<file path="src/ltpm_pkg.sv">
package ltpm_pkg;
    localparam int          LOG_AW          = 16;
    localparam int          PHY_AW          = 20;
    localparam int          BASE_W          = 8;
    localparam int          PAGE_LSB        = 12;
    localparam logic [7:0]  UCB_OFFSET      = 8'h38;
    localparam logic [7:0]  BANK_OFFSET     = 8'h39;
    localparam logic [7:0]  AREA_OFFSET     = 8'h3a;
    localparam logic [7:0]  UCB_RESET       = 8'h00;
    localparam logic [7:0]  BANK_RESET      = 8'h00;
    localparam logic [7:0]  AREA_RESET      = 8'hf0;
    localparam int          UPPER_NIB_LSB   = 4;
    localparam int          BANK_NIB_LSB    = 0;
    localparam logic [7:0]  BASE_MASK_FULL  = 8'hff;
    localparam logic [7:0]  BASE_MASK_NARROW = 8'h7f;
    localparam logic [19:0] PHY_MASK_FULL   = 20'hf_ffff;
    localparam logic [19:0] PHY_MASK_HALF   = 20'h7_ffff;

    typedef enum logic [1:0] {
        LTPM_REG_LOWER,
        LTPM_REG_BANK,
        LTPM_REG_UPPER
    } ltpm_region_t;
endpackage

</file>
<file path="src/ltpm_cfg_regs.sv">
`timescale 1ns/1ps
module ltpm_cfg_regs
    import ltpm_pkg::*;
(
    input  wire logic       mclk_i,
    input  wire logic       nrst_i,
    input  wire logic       wr_en_i,
    input  wire logic [7:0] wr_addr_i,
    input  wire logic [7:0] wr_data_i,
    input  wire logic [7:0] base_mask_i,
    output logic      [7:0] upper_common_base_o,
    output logic      [7:0] bank_base_o,
    output logic      [7:0] area_boundaries_o
);
    logic [7:0] ucb_reg;
    logic [7:0] ucb_next;
    logic [7:0] bank_reg;
    logic [7:0] bank_next;
    logic [7:0] area_reg;
    logic [7:0] area_next;

    always_comb begin
        ucb_next  = ucb_reg;
        bank_next = bank_reg;
        area_next = area_reg;
        if (wr_en_i) begin
            case (wr_addr_i)
                UCB_OFFSET:  ucb_next  = wr_data_i & base_mask_i;
                BANK_OFFSET: bank_next = wr_data_i & base_mask_i;
                AREA_OFFSET: area_next = wr_data_i;
                default: begin
                end
            endcase
        end
    end

    always_ff @(posedge mclk_i or negedge nrst_i) begin
        if (!nrst_i) begin
            ucb_reg  <= UCB_RESET;
            bank_reg <= BANK_RESET;
            area_reg <= AREA_RESET;
        end else begin
            ucb_reg  <= ucb_next;
            bank_reg <= bank_next;
            area_reg <= area_next;
        end
    end

    assign upper_common_base_o = ucb_reg;
    assign bank_base_o         = bank_reg;
    assign area_boundaries_o   = area_reg;
endmodule

</file>
<file path="src/ltpm_mapper.sv">
`timescale 1ns/1ps
// Functional notes
// - Each 16-bit logical memory address becomes a 20-bit physical address.
// - Translation is combinational and adds no cycles to the access.
// - Logical space splits into lower common, bank and upper common regions.
// - Boundaries step in 4K, so only the top logical nibble selects a region.
// - Every memory access kind is translated, fetches, data, vectors and restarts.
// - I/O cycles pass the 16-bit address through with the top four bits zero.
// - When the transfer engine owns the bus its 20-bit address goes out, with bit 19 cleared in the half-space setting.
// - Comparators classify each memory access using the area boundaries register.
// - Physical address is region base plus top nibble, low 12 bits unchanged.
// - The upper common region uses the upper common base register.
// - The lower common region always maps with a zero base.
// - Area boundaries is read-write, upper nibble upper start, lower nibble bank start, reset f0.
// - Base registers are 8 bits in some variants and 7 bits in others.
// - The reduced-pin variant reaches only 512K, others the full 1M.
module ltpm_mapper
    import ltpm_pkg::*;
(
    input  wire logic        mclk_i,
    input  wire logic        nrst_i,
    input  wire logic        wide_base_i,
    input  wire logic        half_space_i,
    input  wire logic [15:0] log_addr_i,
    input  wire logic        mem_cycle_i,
    input  wire logic        io_cycle_i,
    input  wire logic        xfer_owns_bus_i,
    input  wire logic [19:0] xfer_addr_i,
    input  wire logic        io_wr_i,
    input  wire logic        io_rd_i,
    input  wire logic [7:0]  io_addr_i,
    input  wire logic [7:0]  io_wdata_i,
    output logic      [7:0]  io_rdata_o,
    output logic             io_hit_o,
    output logic      [19:0] phy_addr_o,
    output logic      [1:0]  region_o
);
    logic [7:0]   ucb;
    logic [7:0]   bank;
    logic [7:0]   area;
    logic [7:0]   base_mask;
    logic [19:0]  phy_mask;
    logic [3:0]   top_nib;
    ltpm_region_t region;
    logic [7:0]   sel_base;
    logic [19:0]  mapped;
    logic [19:0]  phy_raw;
    logic [7:0]   rdata_reg;
    logic [7:0]   rdata_next;

    function automatic logic is_mapped(input logic [7:0] a);
        is_mapped = (a == UCB_OFFSET) || (a == BANK_OFFSET) || (a == AREA_OFFSET);
    endfunction

    // Strap levels are static; masks follow the package variant
    assign base_mask = wide_base_i ? BASE_MASK_FULL : BASE_MASK_NARROW;
    assign phy_mask  = half_space_i ? PHY_MASK_HALF : PHY_MASK_FULL;

    ltpm_cfg_regs u_regs (
        .mclk_i              (mclk_i),
        .nrst_i              (nrst_i),
        .wr_en_i             (io_wr_i),
        .wr_addr_i           (io_addr_i),
        .wr_data_i           (io_wdata_i),
        .base_mask_i         (base_mask),
        .upper_common_base_o (ucb),
        .bank_base_o         (bank),
        .area_boundaries_o   (area)
    );

    assign top_nib = log_addr_i[LOG_AW-1:PAGE_LSB];

    always_comb begin
        // Upper compare first so an inverted setting still resolves cleanly
        if (top_nib >= area[UPPER_NIB_LSB +: 4]) begin
            region   = LTPM_REG_UPPER;
            sel_base = ucb;
        end else if (top_nib >= area[BANK_NIB_LSB +: 4]) begin
            region   = LTPM_REG_BANK;
            sel_base = bank;
        end else begin
            region   = LTPM_REG_LOWER;
            sel_base = 8'h00;
        end
    end

    // Base aligns to 4K pages; the 8-bit sum fills bits 19:12
    assign mapped = {sel_base + {4'h0, top_nib}, log_addr_i[PAGE_LSB-1:0]};

    // Pure combinational path: no register between logical and physical address
    always_comb begin
        if (xfer_owns_bus_i) begin
            phy_raw = xfer_addr_i;
        end else if (io_cycle_i && !mem_cycle_i) begin
            phy_raw = {4'h0, log_addr_i};
        end else begin
            phy_raw = mapped;
        end
    end

    assign phy_addr_o = phy_raw & phy_mask;
    assign region_o   = region;
    assign io_hit_o   = (io_rd_i || io_wr_i) && is_mapped(io_addr_i);

    always_comb begin
        rdata_next = 8'h00;
        if (io_rd_i) begin
            case (io_addr_i)
                UCB_OFFSET:  rdata_next = ucb;
                BANK_OFFSET: rdata_next = bank;
                AREA_OFFSET: rdata_next = area;
                default:     rdata_next = 8'h00;
            endcase
        end
    end

    always_ff @(posedge mclk_i or negedge nrst_i) begin
        if (!nrst_i) begin
            rdata_reg <= 8'h00;
        end else begin
            rdata_reg <= rdata_next;
        end
    end

    assign io_rdata_o = rdata_reg;
endmodule

</file>
<file path="config.mk">
export PLATFORM = sky130hd
export DESIGN_NAME = ltpm_mapper
export DESIGN_NICKNAME = d
export VERILOG_FILES = /design/src/ltpm_pkg.sv /design/src/ltpm_cfg_regs.sv /design/src/ltpm_mapper.sv
export SDC_FILE = /design/constraint.sdc
export NUM_CORES = 1
export LEC_CHECK = 0
export BUFFER_PORTS_ARGS = -buffer_cell sky130_fd_sc_hd__buf_4
export CORE_UTILIZATION = 43
export DETAILED_ROUTE_END_ITERATION = 16
export GPL_TIMING_DRIVEN = 1
export MAX_ROUTING_LAYER = met4
export PLACE_DENSITY = 0.87
export SYNTH_ARGS = -nofsm -noshare
export SYNTH_HDL_FRONTEND = slang
export SYNTH_SLANG_ARGS = --single-unit
export TNS_END_PERCENT = 30
</file>
<file path="constraint.sdc">
create_clock -name mclk_i -period 3.7 [get_ports mclk_i]
set_clock_uncertainty 0.2 [all_clocks]
set_input_delay 0 -clock mclk_i [delete_from_list [all_inputs] [get_ports mclk_i]]
set_output_delay 0 -clock mclk_i [all_outputs]
set_load 0.01 [all_outputs]
</file>
==> flow_summary.json <==
{
  "critPathKind": "register to output port",
  "power_uw": 899,
  "arrival_ps": 3530,
  "worstSkewPairLatency_ps": 290,
  "rr_worst_depth": 6,
  "finalMaxSlewViolations": 0,
  "setup_viol": 3,
  "powerDensity_nw_per_um2": 274,
  "fp-row-count": 25,
  "nFillCells": 375,
  "post-route-worst-setup-slack_ps": -32.4,
  "postSynthAreaPerCell_um2": 10.1,
  "clockBufferDepth": 2,
  "ys_seq_area_frac": 0.379,
  "hold_violations": 0,
  "ys.warnings.count": 0,
  "ant_nets": 0,
  "start_kind": "register",
  "synth-seq-cells": 32,
  "worst-path-stages": 16,
  "via_per_inst": 5.32,
  "cts_tree": "yes",
  "yosys.area_share.simple": 0.125,
  "cpPeakStageDelay_ps": 560,
  "path_cells": "ha_4 > or3b_4 > a221oi_4 > inv_2 > nor3_4 > buf_4 > a22o_1 > ha_2 > buf_4 > a21o_1 > a21o_1 > a21oi_2 > a221oi_2 > xor2_1 > o22ai_1 > buf_4",
  "synth_ff_type": "dfrtp_1",
  "synth_top_family_by_area": "multiplexers",
  "portBuffers": 91,
  "synth_area_leaders": "dfrtp_1 (33%), mux2_2 (19%), ha_1 (7.1%), dfstp_2 (4.9%), mux2i_1 (4.7%)",
  "synth_enable_flop_cells": 0,
  "cp_max_fo": 4,
  "grt_pass1_vias": 1958,
  "grt_first_pass_wirelength_mm": 9.20,
  "cts-root-buf": "clkbuf_8",
  "start_util": 0.448,
  "synth_compound_area_frac": 0.128,
  "yosysTopAreaCell": "dfrtp_1",
  "final_cell_area_um2": 3280,
  "cp_num_buf_inv": 4,
  "regArea_um2": 806,
  "grt_usage": 0.240,
  "cts_sinks": 32,
  "min_period_ps": 3730,
  "area_growth_pct": 54.0,
  "synth_cell_types": 34,
  "gp_congestion": 0.983,
  "antenna_found_initial": 0,
  "wl_mm": 6.26,
  "routedWlPerCell_um": 15.8,
  "syn-instance-count": 210,
  "num_antenna_cells": 0,
  "nets": 401,
  "cp_top_family": "compound AO/OA/AOI/OAI gates",
  "holdPathStages": 3,
  "dr_total_vias": 2103,
  "syn_nets": 284,
  "die_area_um2": 5230,
  "worstHoldPathType": "primary input to register",
  "clkTransAtPathRegs_ps": 70,
  "dieHeight_um": 72.4,
  "cp.required_ps": 3500,
  "max_freq_mhz": 268,
  "grt_max_degree": 26,
  "drive_gt1_frac": 0.503,
  "cts_buffers": 5,
  "cp_common_cell": "buf_4",
  "relSlewSlack": 0.316,
  "drc": 0,
  "multi_input_area_um2": 1330,
  "dp_hpwl_mm": 4.55,
  "fp.coreArea_um2": 4750,
  "synth_top_area_share": 0.329,
  "syn_area_um2": 2130,
  "cap_violations": 0,
  "leakage_uw": 0.00162,
  "synthAdderAreaFrac": 0.0800,
  "critPathSlowestCell": "dfstp_2",
  "worst_pin_slew_ps": 1020,
  "ios": 92,
  "overflow": 0,
  "async_reset_ff_frac": 1.00,
  "cts_max_level": 2,
  "rsz0062_at_grt": "true",
  "muxShareOfSynthArea": 0.232,
  "placed_cell_area_um2": 2890,
  "violations": "setup timing",
  "post-place-ws_ps": 80.3,
  "yosys.area_share.xor_xnor": 0.0247,
  "ir_drop_v": 0.000220,
  "status": "finished with violations",
  "die_width_um": 72.4,
  "endpoint_kind": "output port",
  "first_iter_violations": 124,
  "dr.pass1.iters": 4,
  "fin_crit_sh": 1.01
}
-- where the power goes --
group          leakage, uW  switching (uW)  internal, uW
Combinational      0.00115             105           137
Clock            0.0000445             129           151
Sequential        0.000425            13.3           364
Total              0.00162             247           653
-- layout by cell type, fill, tap and decap left out, drive strengths merged --
cell type / instances
a22o: 7
nand4: 2
o21ai: 9
nor3: 4
or4: 1
xor2: 3
mux2: 35
a211oi: 1
inv: 10
xnor2: 3
fa: 1
buf: 104
clkinvlp: 1
dfstp: 4
o22ai: 1
or3b: 1
o211a: 2
or3: 1
ha: 12
o21a: 1
a21o: 3
a221oi: 2
nand4b: 1
nand2: 16
nor2: 19
a21oi: 13
clkbuf: 7
nand3: 6
mux2i: 10
dlygate4sd3: 14
a22oi: 1
dfrtp: 28
nor2b: 4
nand2b: 1
-- metal layers --
layer  global-route usage  up-vias  share of wire
li1                     -      984              -
met1                0.259      989           0.38
met2                0.420      113           0.51
met3               0.0639       17           0.10
met4               0.0915        0          0.018
met5                    -        -              0
-- tightest hold or removal path, cell delays in order --
cell and delay, ps:
buf_4 110, nand3_1 260, nor2_1 80
-- path summary, 6_finish.rpt --
kind / from / end / slack, ps
setup / recovery: u_regs.area_boundaries_o[4] / phy_addr_o[19] / -30
max in group asynchronous: nrst_i / u_regs.upper_common_base_o[4] / 1230
min in group asynchronous: nrst_i / u_regs.upper_common_base_o[2] / 430
hold / removal: io_rd_i / io_rdata_o[6] / 10
hold reg to reg: u_regs.bank_base_o[7] / u_regs.bank_base_o[7] / 330
setup reg to reg: u_regs.area_boundaries_o[5] / io_rdata_o[5] / 2360
-- through the flow --
step,hold WS [ps],setup TNS (ps),utilization,instances
after floorplan,-496,0,-,210
after global routing,38.5,-689,0.689,395
after global placement,-245,0,0.607,362
after detailed placement,-239,0,0.607,362
after CTS,9.13,-0.139,0.674,391
final,13.0,-81.3,0.689,395
-- sequential cells by signal, summed over array words and instances (netlist names) --
register                    flops
io_rdata_o                      8
u_regs.area_boundaries_o        8
u_regs.bank_base_o              8
u_regs.upper_common_base_o      8
-- what timing repair did --
action,4_1_cts,5_1_grt
buffers inserted,7,4
gates resized for setup,7,7
hold endpoints to repair,64,0
pin swaps,10,11
cloned,0,0
hold buffers,14,0
endpoints found under the setup margin,4,6
-- logic make-up after synthesis --
family                   Yosys count
AND/OR/NAND/NOR                   56
AO/OA/AOI/OAI                     40
flip-flops                        32
adder cells (fa/ha/maj)           13
buffers and inverters             18
XOR/XNOR                           6
multiplexers                      45
-- cells in the mapped netlist, types with 3 or more instances --
cell type,number
dfrtp_1,28
a22o_1,7
xnor2_1,3
nand3_1,6
nor3_1,3
nand2_1,16
xor2_1,3
inv_1,9
a21o_1,3
a21oi_1,13
ha_1,12
dfstp_2,4
mux2i_1,10
clkbuf_1,7
o21ai_0,9
nor2b_1,4
mux2_2,35
nor2_1,19
-- area by class of cell --
class                           count  area share
Tap cell                           67      0.0256
Multi-Input combinational cell    160       0.404
Sequential cell                    32       0.246
Clock buffer                        7      0.0263
Timing Repair Buffer              118       0.284
Inverter                           10      0.0115
Clock inverter                      1     0.00229
Note: power is estimated with default switching activity, not from simulation.
